[src/design/wdk_pkg.sv]
package wdk_pkg;
  // ----------------------------------------------------------------
  // Register map (word offsets, byte addresses)
  // ----------------------------------------------------------------
  localparam logic [3:0] ADDR_CONFIG = 4'h0;
  localparam logic [3:0] ADDR_KEYFLAGS = 4'h4;
  localparam logic [3:0] ADDR_COUNT = 4'h8;
  localparam logic [3:0] ADDR_STATUS = 4'hc;
  // ----------------------------------------------------------------
  // Field codes and reset values
  // ----------------------------------------------------------------
  localparam logic [4:0] KEY_ENABLE = 5'h0a;
  localparam logic [4:0] KEY_ALT = 5'h15;
  localparam logic [2:0] SCALE_RST = 3'h7;
  localparam logic [1:0] RC_EN_RST = 2'h2;
  localparam logic [1:0] RC_DISABLE = 2'h1;
  localparam logic [1:0] SUPPLY_RST = 2'h1;
  localparam logic [1:0] SUPPLY_REG = 2'h2;
  localparam int SCALE_BASE = 8;
  localparam int CNT_W = 16;
  localparam logic [1:0] SRC_RC = 2'h0;
  localparam logic [1:0] SRC_XTAL = 2'h1;
  localparam logic [1:0] SRC_INSTR = 2'h2;
  localparam logic [1:0] INSTR_DIV = 2'h3;
  localparam logic [1:0] KEY_RST_DLY = 2'h2;
  // Source frequencies, informative only
  localparam int SLOW_RC_HZ = 12000;
  localparam int XTAL_HZ = 32768;
  // ----------------------------------------------------------------
  // Carriers
  // ----------------------------------------------------------------
  typedef struct packed {
    logic [2:0] scale;
    logic [1:0] rc_en;
    logic [1:0] supply;
  } wdk_cfg_t;
  typedef struct packed {
    logic single_clr;
    logic pair_first;
    logic pair_second;
    logic halt;
  } wdk_cpu_t;
endpackage

[src/design/wdk_watchdog.sv]
`timescale 1ns/1ps
module wdk_watchdog #(
  parameter bit ALWAYS_ON = 1'b0,
  parameter bit PAIRED_CLEAR = 1'b0
) (
  // Clock and reset
  input wire logic clk,
  input wire logic rst,
  // Wishbone slave
  input wire logic wb_cyc_i,
  input wire logic wb_stb_i,
  input wire logic wb_we_i,
  input wire logic [3:0] wb_adr_i,
  input wire logic [3:0] wb_sel_i,
  input wire logic [31:0] wb_dat_i,
  output logic [31:0] wb_dat_o,
  output logic wb_ack_o,
  // Clock sources and pins
  input wire logic slow_rc_tick,
  input wire logic xtal_tick,
  input wire logic [1:0] src_sel,
  input wire logic external_reset_pin_n,
  input wire logic lv_reset_event,
  input wire logic lv_setting_event,
  input wire wdk_pkg::wdk_cpu_t cpu,
  input wire logic wake,
  // Outputs
  output logic device_reset,
  output logic warm_reset,
  output logic slow_rc_on,
  output logic supply_regulator
);
  // ----------------------------------------------------------------
  // Registers
  // ----------------------------------------------------------------
  wdk_pkg::wdk_cfg_t cfg_r;
  logic [4:0] key_r;
  logic lvr_flag_r, lvs_flag_r, key_reset_flag_r;
  logic timeout_flag_r, powerdown_flag_r;
  logic [wdk_pkg::CNT_W-1:0] cnt_r;
  logic [1:0] instr_div_r;
  logic pair_first_seen_r, pair_second_seen_r;
  logic key_bad_pend_r;
  logic [1:0] key_dly_r;
  logic pd_r;

  wire req = wb_cyc_i && wb_stb_i && !wb_ack_o;
  wire wr = req && wb_we_i;
  wire wr_cfg = wr && wb_adr_i == wdk_pkg::ADDR_CONFIG && wb_sel_i[0];
  wire wr_key = wr && wb_adr_i == wdk_pkg::ADDR_KEYFLAGS && wb_sel_i[0];
  wire wr_cnt = wr && wb_adr_i == wdk_pkg::ADDR_COUNT && wb_sel_i[0];
  wire [4:0] new_key = wb_dat_i[7:3];
  wire key_valid = new_key == wdk_pkg::KEY_ENABLE || new_key == wdk_pkg::KEY_ALT;

  // ----------------------------------------------------------------
  // Enable decode
  // ----------------------------------------------------------------
  wire wd_enabled = ALWAYS_ON || key_r != wdk_pkg::KEY_ALT;
  wire rc_running = cfg_r.rc_en != wdk_pkg::RC_DISABLE;

  // Source tick select; disabled slow RC gives no ticks
  logic src_tick;
  always_comb begin
    case (src_sel)
      wdk_pkg::SRC_RC: src_tick = slow_rc_tick && rc_running;
      wdk_pkg::SRC_XTAL: src_tick = xtal_tick;
      // System clock halts in power-down, so this source stops there
      wdk_pkg::SRC_INSTR: src_tick = instr_div_r == wdk_pkg::INSTR_DIV && !pd_r;
      default: src_tick = 1'b0;
    endcase
  end

  wire [wdk_pkg::CNT_W-1:0] ratio = wdk_pkg::CNT_W'(1) << (wdk_pkg::SCALE_BASE + int'(cfg_r.scale));
  wire overflow = wd_enabled && src_tick && (cnt_r + 1'b1) >= ratio;

  wire pair_done = (pair_first_seen_r || cpu.pair_first) && (pair_second_seen_r || cpu.pair_second);
  wire sw_clear = PAIRED_CLEAR ? pair_done : cpu.single_clr;
  wire cnt_clear = !external_reset_pin_n || sw_clear || cpu.halt;

  // ----------------------------------------------------------------
  // Instruction clock divider
  // ----------------------------------------------------------------
  always_ff @(posedge clk) begin
    if (rst) begin
      instr_div_r <= 2'h0;
    end else begin
      instr_div_r <= instr_div_r + 2'h1;
    end
  end

  // ----------------------------------------------------------------
  // Counter
  // ----------------------------------------------------------------
  always_ff @(posedge clk) begin
    if (rst) begin
      cnt_r <= '0;
    end else if (cnt_clear || overflow) begin
      cnt_r <= '0;
    end else if (wr_cnt && !wd_enabled) begin
      cnt_r <= '0;
    end else if (src_tick) begin
      cnt_r <= cnt_r + 1'b1;
    end
  end

  always_ff @(posedge clk) begin
    if (rst || sw_clear || !PAIRED_CLEAR) begin
      pair_first_seen_r <= 1'b0;
      pair_second_seen_r <= 1'b0;
    end else begin
      pair_first_seen_r <= pair_first_seen_r | cpu.pair_first;
      pair_second_seen_r <= pair_second_seen_r | cpu.pair_second;
    end
  end

  // ----------------------------------------------------------------
  // Power-down state
  // ----------------------------------------------------------------
  always_ff @(posedge clk) begin
    if (rst) begin
      pd_r <= 1'b0;
    end else if (cpu.halt) begin
      pd_r <= 1'b1;
    end else if (wake || overflow) begin
      pd_r <= 1'b0;
    end
  end

  always_ff @(posedge clk) begin
    if (rst) begin
      timeout_flag_r <= 1'b0;
      powerdown_flag_r <= 1'b0;
    end else begin
      if (overflow) begin
        timeout_flag_r <= 1'b1;
      end else if (cpu.halt) begin
        timeout_flag_r <= 1'b0;
      end
      if (cpu.halt) begin
        powerdown_flag_r <= 1'b1;
      end else if (cpu.single_clr) begin
        powerdown_flag_r <= 1'b0;
      end
    end
  end

  // ----------------------------------------------------------------
  // Config and key registers
  // ----------------------------------------------------------------
  always_ff @(posedge clk) begin
    if (rst) begin
      cfg_r <= '{scale: wdk_pkg::SCALE_RST, rc_en: wdk_pkg::RC_EN_RST, supply: wdk_pkg::SUPPLY_RST};
    end else if (wr_cfg) begin
      cfg_r <= '{scale: wb_dat_i[7:5], rc_en: wb_dat_i[3:2], supply: wb_dat_i[1:0]};
    end
  end

  always_ff @(posedge clk) begin
    if (rst) begin
      key_r <= wdk_pkg::KEY_ENABLE;
    end else if (wr_key) begin
      key_r <= new_key;
    end
  end

  // Flags: hardware set beats software clear; software writes only zeros
  always_ff @(posedge clk) begin
    if (rst) begin
      lvr_flag_r <= 1'b0;
      lvs_flag_r <= 1'b0;
      key_reset_flag_r <= 1'b0;
    end else begin
      if (lv_reset_event) begin
        lvr_flag_r <= 1'b1;
      end else if (wr_key && !wb_dat_i[2]) begin
        lvr_flag_r <= 1'b0;
      end
      if (lv_setting_event) begin
        lvs_flag_r <= 1'b1;
      end else if (wr_key && !wb_dat_i[1]) begin
        lvs_flag_r <= 1'b0;
      end
      if (wr_key && !key_valid) begin
        key_reset_flag_r <= 1'b1;
      end else if (wr_key && !wb_dat_i[0]) begin
        key_reset_flag_r <= 1'b0;
      end
    end
  end

  // ----------------------------------------------------------------
  // Invalid-key reset delay, counted in slow RC ticks
  // ----------------------------------------------------------------
  // Tick phase is unknown at the write, giving the 2 to 3 cycle spread
  always_ff @(posedge clk) begin
    if (rst) begin
      key_bad_pend_r <= 1'b0;
      key_dly_r <= 2'h0;
    end else if (wr_key && !key_valid) begin
      key_bad_pend_r <= 1'b1;
      key_dly_r <= 2'h0;
    end else if (key_bad_pend_r && slow_rc_tick) begin
      if (key_dly_r == wdk_pkg::KEY_RST_DLY) begin
        key_bad_pend_r <= 1'b0;
      end else begin
        key_dly_r <= key_dly_r + 2'h1;
      end
    end
  end
  wire key_fire = key_bad_pend_r && slow_rc_tick && key_dly_r == wdk_pkg::KEY_RST_DLY;

  // ----------------------------------------------------------------
  // Reset outputs
  // ----------------------------------------------------------------
  always_ff @(posedge clk) begin
    if (rst) begin
      device_reset <= 1'b0;
      warm_reset <= 1'b0;
    end else begin
      device_reset <= key_fire || (overflow && !pd_r);
      warm_reset <= overflow && pd_r;
    end
  end

  always_ff @(posedge clk) begin
    if (rst) begin
      slow_rc_on <= 1'b1;
      supply_regulator <= 1'b0;
    end else begin
      slow_rc_on <= rc_running;
      supply_regulator <= cfg_r.supply == wdk_pkg::SUPPLY_REG;
    end
  end

  // ----------------------------------------------------------------
  // Bus answer: one wait-state ack, unmapped reads zero
  // ----------------------------------------------------------------
  always_ff @(posedge clk) begin
    if (rst) begin
      wb_ack_o <= 1'b0;
      wb_dat_o <= '0;
    end else begin
      wb_ack_o <= req;
      wb_dat_o <= '0;
      if (req && !wb_we_i) begin
        case (wb_adr_i)
          wdk_pkg::ADDR_CONFIG: wb_dat_o[7:0] <= {cfg_r.scale, 1'b0, cfg_r.rc_en, cfg_r.supply};
          wdk_pkg::ADDR_KEYFLAGS: wb_dat_o[7:0] <= {key_r, lvr_flag_r, lvs_flag_r, key_reset_flag_r};
          wdk_pkg::ADDR_COUNT: wb_dat_o[7:0] <= cnt_r[11:4];
          wdk_pkg::ADDR_STATUS: wb_dat_o[2:0] <= {pd_r, powerdown_flag_r, timeout_flag_r};
          default: wb_dat_o <= '0;
        endcase
      end
    end
  end

  // ----------------------------------------------------------------
  // Checks
  // ----------------------------------------------------------------
  // A pending bad-key reset may still fire while disabled
  a_disabled_no_reset: assert property (@(posedge clk) disable iff (rst)
    !wd_enabled |=> !warm_reset && device_reset == $past(key_fire))
    else $error("counter reset while disabled");
  a_key_flag_set: assert property (@(posedge clk) disable iff (rst)
    (wr_key && !key_valid) |=> key_reset_flag_r && key_bad_pend_r)
    else $error("bad key not flagged");
  a_full_reset: assert property (@(posedge clk) disable iff (rst)
    (overflow && !pd_r) |=> device_reset && timeout_flag_r && !warm_reset)
    else $error("no full reset");
  a_warm_reset: assert property (@(posedge clk) disable iff (rst)
    (overflow && pd_r) |=> warm_reset && device_reset == $past(key_fire))
    else $error("no warm reset");
  a_clear_counter: assert property (@(posedge clk) disable iff (rst)
    cnt_clear |=> cnt_r == '0)
    else $error("counter not cleared");
  a_halt_flags: assert property (@(posedge clk) disable iff (rst)
    (cpu.halt && !overflow) |=> powerdown_flag_r && !timeout_flag_r)
    else $error("halt flags wrong");
  a_rc_stopped: assert property (@(posedge clk) disable iff (rst)
    (cfg_r.rc_en == wdk_pkg::RC_DISABLE && src_sel == wdk_pkg::SRC_RC) |-> !src_tick)
    else $error("rc ticks");
  a_view_bits: assert property (@(posedge clk) disable iff (rst)
    (req && !wb_we_i && wb_adr_i == wdk_pkg::ADDR_COUNT) |=> wb_dat_o[7:0] == $past(cnt_r[11:4]))
    else $error("count view wrong");
  a_supply_sel: assert property (@(posedge clk) disable iff (rst)
    ##1 supply_regulator == ($past(cfg_r.supply) == wdk_pkg::SUPPLY_REG))
    else $error("supply select wrong");
  a_pd_stop: assert property (@(posedge clk) disable iff (rst)
    (pd_r && src_sel == wdk_pkg::SRC_INSTR) |-> !src_tick)
    else $error("instr clock ticks in power-down");
  a_xtal_source: assert property (@(posedge clk) disable iff (rst)
    (src_sel == wdk_pkg::SRC_XTAL) |-> src_tick == xtal_tick)
    else $error("crystal tick not passed");
  a_key_alt_mode: assert property (@(posedge clk) disable iff (rst)
    (wr_key && new_key == wdk_pkg::KEY_ALT) |=> wd_enabled == ALWAYS_ON)
    else $error("alternate key mode wrong");
  a_key_enable: assert property (@(posedge clk) disable iff (rst)
    (wr_key && new_key == wdk_pkg::KEY_ENABLE) |=> wd_enabled)
    else $error("enable key ignored");
  a_key_fire: assert property (@(posedge clk) disable iff (rst)
    key_fire |=> device_reset)
    else $error("bad key reset missing");
  a_ratio_reached: assert property (@(posedge clk) disable iff (rst)
    overflow |-> (cnt_r >> cfg_r.scale) >= 16'h00ff)
    else $error("overflow before ratio");
  a_count_write: assert property (@(posedge clk) disable iff (rst)
    (wr_cnt && !wd_enabled) |=> cnt_r == '0)
    else $error("disabled counter not cleared by write");
  a_count_keep: assert property (@(posedge clk) disable iff (rst)
    (wr_cnt && wd_enabled && !cnt_clear && !src_tick) |=> $stable(cnt_r))
    else $error("enabled counter changed by write");
  a_rc_enable: assert property (@(posedge clk) disable iff (rst)
    (cfg_r.rc_en == wdk_pkg::RC_DISABLE) |=> !slow_rc_on)
    else $error("slow rc left on");
  a_key_poweron: assert property (@(posedge clk)
    rst |=> key_r == wdk_pkg::KEY_ENABLE && cnt_r == '0)
    else $error("power-on key or count wrong");
  a_lv_set: assert property (@(posedge clk) disable iff (rst)
    lv_reset_event |=> lvr_flag_r)
    else $error("low-voltage flag not set");
  a_lv_no_set: assert property (@(posedge clk) disable iff (rst)
    (!lv_reset_event && !lv_setting_event && !lvr_flag_r && !lvs_flag_r) |=> !lvr_flag_r && !lvs_flag_r)
    else $error("low-voltage flag set without event");
  a_pd_entry: assert property (@(posedge clk) disable iff (rst)
    cpu.halt |=> cnt_r == '0 && pd_r)
    else $error("power-down entry wrong");
endmodule

[config.mk]
export PLATFORM = sky130hd
export DESIGN_NAME = wdk_watchdog
export DESIGN_NICKNAME = d
export VERILOG_FILES = /design/src/design/wdk_pkg.sv /design/src/design/wdk_watchdog.sv
export SDC_FILE = /design/constraint.sdc
export NUM_CORES = 1
export LEC_CHECK = 0
export BUFFER_PORTS_ARGS = -buffer_cell sky130_fd_sc_hd__buf_2
export CORE_UTILIZATION = 53
export CTS_BUF_LIST = sky130_fd_sc_hd__clkbuf_4 sky130_fd_sc_hd__clkbuf_8
export CTS_CLUSTER_SIZE = 16
export DETAILED_ROUTE_END_ITERATION = 12
export GPL_TIMING_DRIVEN = 0
export PLACE_DENSITY_LB_ADDON = 0.1
export SLEW_MARGIN = 20
export SYNTH_ARGS = -nofsm -noshare
export SYNTH_HDL_FRONTEND = slang
export SYNTH_SLANG_ARGS = --single-unit
export TNS_END_PERCENT = 20
[constraint.sdc]
create_clock -name clk -period 2.9 [get_ports clk]
set_input_delay 0 -clock clk [delete_from_list [all_inputs] [get_ports clk]]
set_output_delay 0 -clock clk [all_outputs]
set_load 0.01 [all_outputs]
# Word-level counts from Yosys, hierarchy flattened
# Index checks and enable logic that the tools add are counted.
# op_classes
add_sub_neg,4
n_mul,0
div,0
n_lt_le_gt_ge,1
eq_ne,12
n_shift,1
n_mux,18
bitwise_logic,2
n_reduce_logical,53
# ops
cell,n
$logic_and 1x1->1,23
$add 16x1->16 const B,1
$ge 16x16->1,1
$reduce_bool 2->1,8
$shl 1x5->16 const A,1
$mux 1,15
$pmux 5 s3,1
$pmux 3 s4,1
$logic_not 1->1,9
$eq 2x2->1 const B,4
$eq 4x4->1 const B,2
$logic_or 1x1->1,6
$add 4x3->5 const A,1
$eq 5x4->1 const B,1
$eq 5x5->1 const B,1
$ne 5x5->1 const B,1
$add 2x1->2 const B,2
$eq 4x3->1 const B,1
$logic_not 4->1,1
$reduce_and 2->1,2
$reduce_or 2->1,2
$pmux 1 s3,1
$reduce_or 3->1,1
$eq 2x1->1 const B,1
3 further kinds,4
# totals
reg_bits,76
latch_bits,0
ramBits,0
romBits,0
input_bits,57
output_inout_bits,37
elab_cells,112
mem_count,0

# Logic depth before layout (Yosys ltp)
# logic_depth
ltp_word,8
depth_mapped,12

# Worst setup path after synthesis
# Ideal clock, no wire load.
# synth_timing
path_kind,flip-flop to flip-flop
from,reg cnt_r[0] (netlist name)
to,reg cnt_r[10] (netlist name)
setup_time_ns,0.064
t_arrival_ns,2.344
t_required_ns,2.836
slack_ns,0.492
path_stages_with_launch,13
period_less_slack_ns,2.408
cell_sequence,dfxtp_1 > and2_2 > clkbuf_1 > and3_1 > nand3_1 > xnor2_1 > ha_1 > a41oi_1 > o21ai_0 > a21oi_1 > o21ai_2 > buf_6 > nor2_1
# synth_between
elab_chain_cells,5
# synth_lines
item,line_no,source
"start, declared",wdk_watchdog.sv:40,logic [wdk_pkg::CNT_W-1:0] cnt_r;
"start signal, assigned",wdk_watchdog.sv:102,cnt_r <= cnt_r + 1'b1;
$add 16x1->16 (*),"wdk_watchdog.sv:74, wdk_watchdog.sv:102",
$ge 16x16->1,wdk_watchdog.sv:74,wire overflow = wd_enabled && src_tick && (cnt_r + 1'b1) >= ratio;
$logic_and 1x1->1,wdk_watchdog.sv:74,
$logic_or 1x1->1,wdk_watchdog.sv:97,end else if (cnt_clear || overflow) begin
$reduce_or 3->1 (no source line),n/a,
# Every way passes the cells marked *; elsewhere a longest branch is shown, timed or not.
# A chain may end at the register's enable or synchronous reset.

# Final worst setup path
# layout_timing
from,reg cnt_r[9] (netlist name)
to,reg device_reset
# layout_between
elab_chain_cells,5
# layout_lines
item,line_no,source
$add 16x1->16,wdk_watchdog.sv:74,
$ge 16x16->1,wdk_watchdog.sv:74,
$logic_and 1x1->1,wdk_watchdog.sv:74,
$logic_and 1x1->1,wdk_watchdog.sv:220,device_reset <= key_fire || (overflow && !pd_r);
$logic_or 1x1->1,wdk_watchdog.sv:220,
"end signal, assigned",wdk_watchdog.sv:220,
"end, declared",wdk_watchdog.sv:28,"output logic device_reset,"
# No other way between the ends.

==> summary.txt <==
Placement
  – Dpl cells: 445
  – PortBufs: 38
  – Dpl hpwl: 4.47 mm
  – Gpl congestion: 0.797
  – DP Worst Slack: -0.0604 ns

Setup path
  – WP data required: between 3 and 4 ns
  – WS Path Type: reg2reg
  – Setup crit end kind: register
  – Critical path arrival: 2.86 ns
  – CP Launch Type: register
  – FF-to-FF Start: cnt_r[9]$_SDFFE_PP0P_
  – RR Endpoint: device_reset$_SDFF_PP0_
  – Reg2reg path depth: 11
  – R2R Setup Slk: ~0.22 ns
  – Crit-path max FO: 8

Timing
  – Slew margin rel.: 57.4%
  – Final count of pins violating max slew: 0
  – Final-report setup violation count: 0
  – Setup WS post-layout: between 0.2 and 0.25 ns
  – Crit path time final: around 2.7 ns
  – RSZ-0062 raised after global routing: no
  – Skew final: 0.00997 ns
  – Final hold viol count: 0
  – Final period utilization: 92.3%
  – Peak Freq: 0.373 GHz
  – Tightest Pin Transition: roughly 0.63 ns

Cells and area
  – Most frequent cells in the layout: dfxtp_1 (52), buf_2 (42), nor2_1 (35)
  – Share of cells above drive strength 1: 24.6%
  – Commonest non-fill, non-tap cell in the layout: dfxtp_1
  – Layout area overhead: 20.7%
  – # fillers: between 400 and 500
  – Nets@finish: 463
  – Util after Layout: between 60 and 70%
  – Final Non-Filler Cells: 465
  – Diode count: 0

Logic synthesis
  – Netlist cell types: 54
  – Top_reg_cell synth: dfxtp_1
  – Post-synth EDFFs: 0
  – Mapped Avg Cell Area: approximately 9.2 um2
  – Synth Cell Area: 2880 um2
  – Cells after Synth: 314
  – Number of synthesized register bits: 52
  – Largest area contributor in the netlist: dfxtp_1
  – Async SR Flop Fraction: 0%
  – Top cells by area, synth: dfxtp_1 (36%), buf_4 (6.3%), ha_1 (5.2%)
  – Register area share after synthesis: between 30 and 40%
  – Synth warn: 0
  – Share of the synthesized area in the top cell type: 36.1%

Global routing
  – Total GRT Usage: 22.0%
  – Global-route wire length before repair: 9.45 mm
  – Total gr overflow: 0
  – Initial antenna violation count: 0
  – Vias in the first global route: 1947
  – Pin count of the biggest net entering global routing: 17

Floorplanning
  – DIE AREA: ~5700 um2
  – Die H: approximately 76 um
  – IO Pins: 94
  – Cell row count: 26
  – Die W: 75.8 um
  – Core Footprint: slightly above 5000 um2
  – Initial Util: between 50% and 60%

Drt
  – Vias per std cell: 5.06
  – DRC violations left: 0
  – DRT antenna net count: 0
  – WL/cell: 13.3 um
  – DRT Wirelength: roughly 6.2 mm
  – Drt pass-1 iters: 4
  – Via Count: 2354
  – DR iter-0 viols: 100

Power
  – Pleak: 1.58 nW
  – Max VDD drop: 292 uV
  – Overall Power: 0.00130 W
  – Pwr dens: 373 nW/um2

CTS
  – Worst-path clk slew: 0.10 ns
  – Inserted Clock Buffers: 5
  – Sinks on Clock Net: 52
  – Clk_lat worst skew: 0.31 ns
  – TritonCTS clock tree: done
  – Clk buf depth: 2
  – Clock root buffer: clkbuf_8
  – Htree depth: 2

Hold path
  – Hold crit path type: in2reg
  – Hold wc startpoint: wb_cyc_i
  – Hold EP: wb_ack_o$_SDFF_PP0_
  – Worst hold path cell count: 3

Run
  – Max Cap Viol: 0

Outcome
  – Status: finished, final reports clean
==> worst max-delay path: stages (launching register included) <==
cell and delay [ns]:
dfxtp_1 0.47, nand4_2 0.18, nor2_4 0.23, nand3_1 0.12
xnor2_1 0.24, ha_1 0.30, a41oi_1 0.22, o21ai_0 0.15
a21oi_2 0.26, buf_4 0.17, or2_1 0.13, o32ai_1 0.08
==> cells in the mapped netlist (4+ instances only) <==
master / instances
nand2_1: 13
nand2b_1: 4
a21oi_1: 15
nor2b_1: 5
ha_1: 12
and3_1: 16
nand3_1: 10
buf_2: 4
clkbuf_1: 8
xor2_1: 16
inv_1: 8
nand3b_1: 5
nand4_1: 9
nor3_1: 4
a211o_1: 8
buf_4: 24
o21ai_0: 8
xnor2_1: 7
dfxtp_1: 52
nor2_1: 35
mux2i_1: 9
==> where the power goes <==
part           switching, W  total [W]  internal, W
Clock              0.000239   0.000420     0.000181
Sequential       0.00000540   0.000727     0.000722
Combinational     0.0000785   0.000151    0.0000723
Total              0.000322    0.00130     0.000975
==> metrics by stage <==
stage / hold slack (ns) / setup TNS (ns) / cell area (um2)
floorplan: 0.106 / 0 / 2970
global placement: 0.237 / -0.389 / 3250
detailed placement: 0.244 / -0.560 / 3250
CTS: 0.0120 / 0 / 3470
global route: 0.0193 / 0 / 3480
finish: 0.0231 / 0 / 3480
==> logic make-up after synthesis <==
family                     after synthesis  synth area share (%)
AOI/OAI and AO/OA                       41                  9.77
adders and majority gates               12                  5.21
muxes                                   12                  5.47
DFF                                     52                  36.1
and+or+nand+nor                        127                  26.4
buffers and inverters                   46                  9.90
xor gates and xnor gates                23                  6.99
other                                    1                 0.130
==> repair_timing <==
action                                  4_1_cts  5_1_grt
endpoints found under the hold margin        12        0
buffers inserted                              0        1
hold buffers                                 13        0
pin swaps                                     0        0
endpoints found under the setup margin       10       20
gates resized for setup                       1        1
==> registers in the layout, indices dropped and copies added, names as in the netlist <==
| name | cells |
|---|---|
| cfg_r | 7 |
| cnt_r | 16 |
| device_reset | 1 |
| instr_div_r | 2 |
| key_bad_pend_r | 1 |
| key_dly_r | 2 |
| key_r | 5 |
| key_reset_flag_r | 1 |
| lvr_flag_r | 1 |
| lvs_flag_r | 1 |
| pd_r | 1 |
| powerdown_flag_r | 1 |
| slow_rc_on | 1 |
| supply_regulator | 1 |
| timeout_flag_r | 1 |
| warm_reset | 1 |
| wb_ack_o | 1 |
| wb_dat_o | 8 |
==> cell type report <==
| class | instances | area, um2 | share of cell area, % |
|---|---|---|---|
| plain buffers | 36 | 248 | 7.12 |
| clock inverters | 2 | 16.3 | 0.467 |
| multi-input cells | 239 | 1650 | 47.5 |
| flip-flops and latches | 52 | 1040 | 29.9 |
| clock buffers | 6 | 76.3 | 2.19 |
| inverters | 8 | 30.0 | 0.863 |
| well taps | 70 | 87.6 | 2.52 |
| repair buffers | 52 | 328 | 9.42 |
==> how the worst max path moves through the flow <==
| stage | from | endpoint | slack [ns] | depth (start not counted) |
|---|---|---|---|---|
| 6_report | cnt_r[9]$_SDFFE_PP0P_ | device_reset$_SDFF_PP0_ | 0.22 | 11 |
| 5_1_grt | cnt_r[9]$_SDFFE_PP0P_ | cnt_r[14]$_SDFFE_PP0P_ | 0.03 | 11 |
| 4_1_cts | cnt_r[0]$_SDFFE_PP0P_ | cnt_r[13]$_SDFFE_PP0P_ | 0.04 | 12 |
| 3_5_place_dp | cnt_r[0]$_SDFFE_PP0P_ | cnt_r[7]$_SDFFE_PP0P_ | -0.06 | 12 |
| 3_3_place_gp | cnt_r[0]$_SDFFE_PP0P_ | cnt_r[5]$_SDFFE_PP0P_ | -0.04 | 12 |
| 2_1_floorplan | cnt_r[0]$_SDFFE_PP0P_ | cnt_r[10]$_SDFFE_PP0P_ | 0.49 | 12 |
==> per-layer routing <==
metal | track usage (%) | share of wire, % | up-vias | wire length (um)
met3 | 4.50 | 4.3 | 5 | 263
met5 | 0 | 0 | - | 0
met1 | 31.5 | 49 | 1073 | 3000
met2 | 34.0 | 46 | 63 | 2860
li1 | - | - | 1213 | -
met4 | 4.94 | 0.92 | 0 | 57
Power figures use the tool's default switching activity.
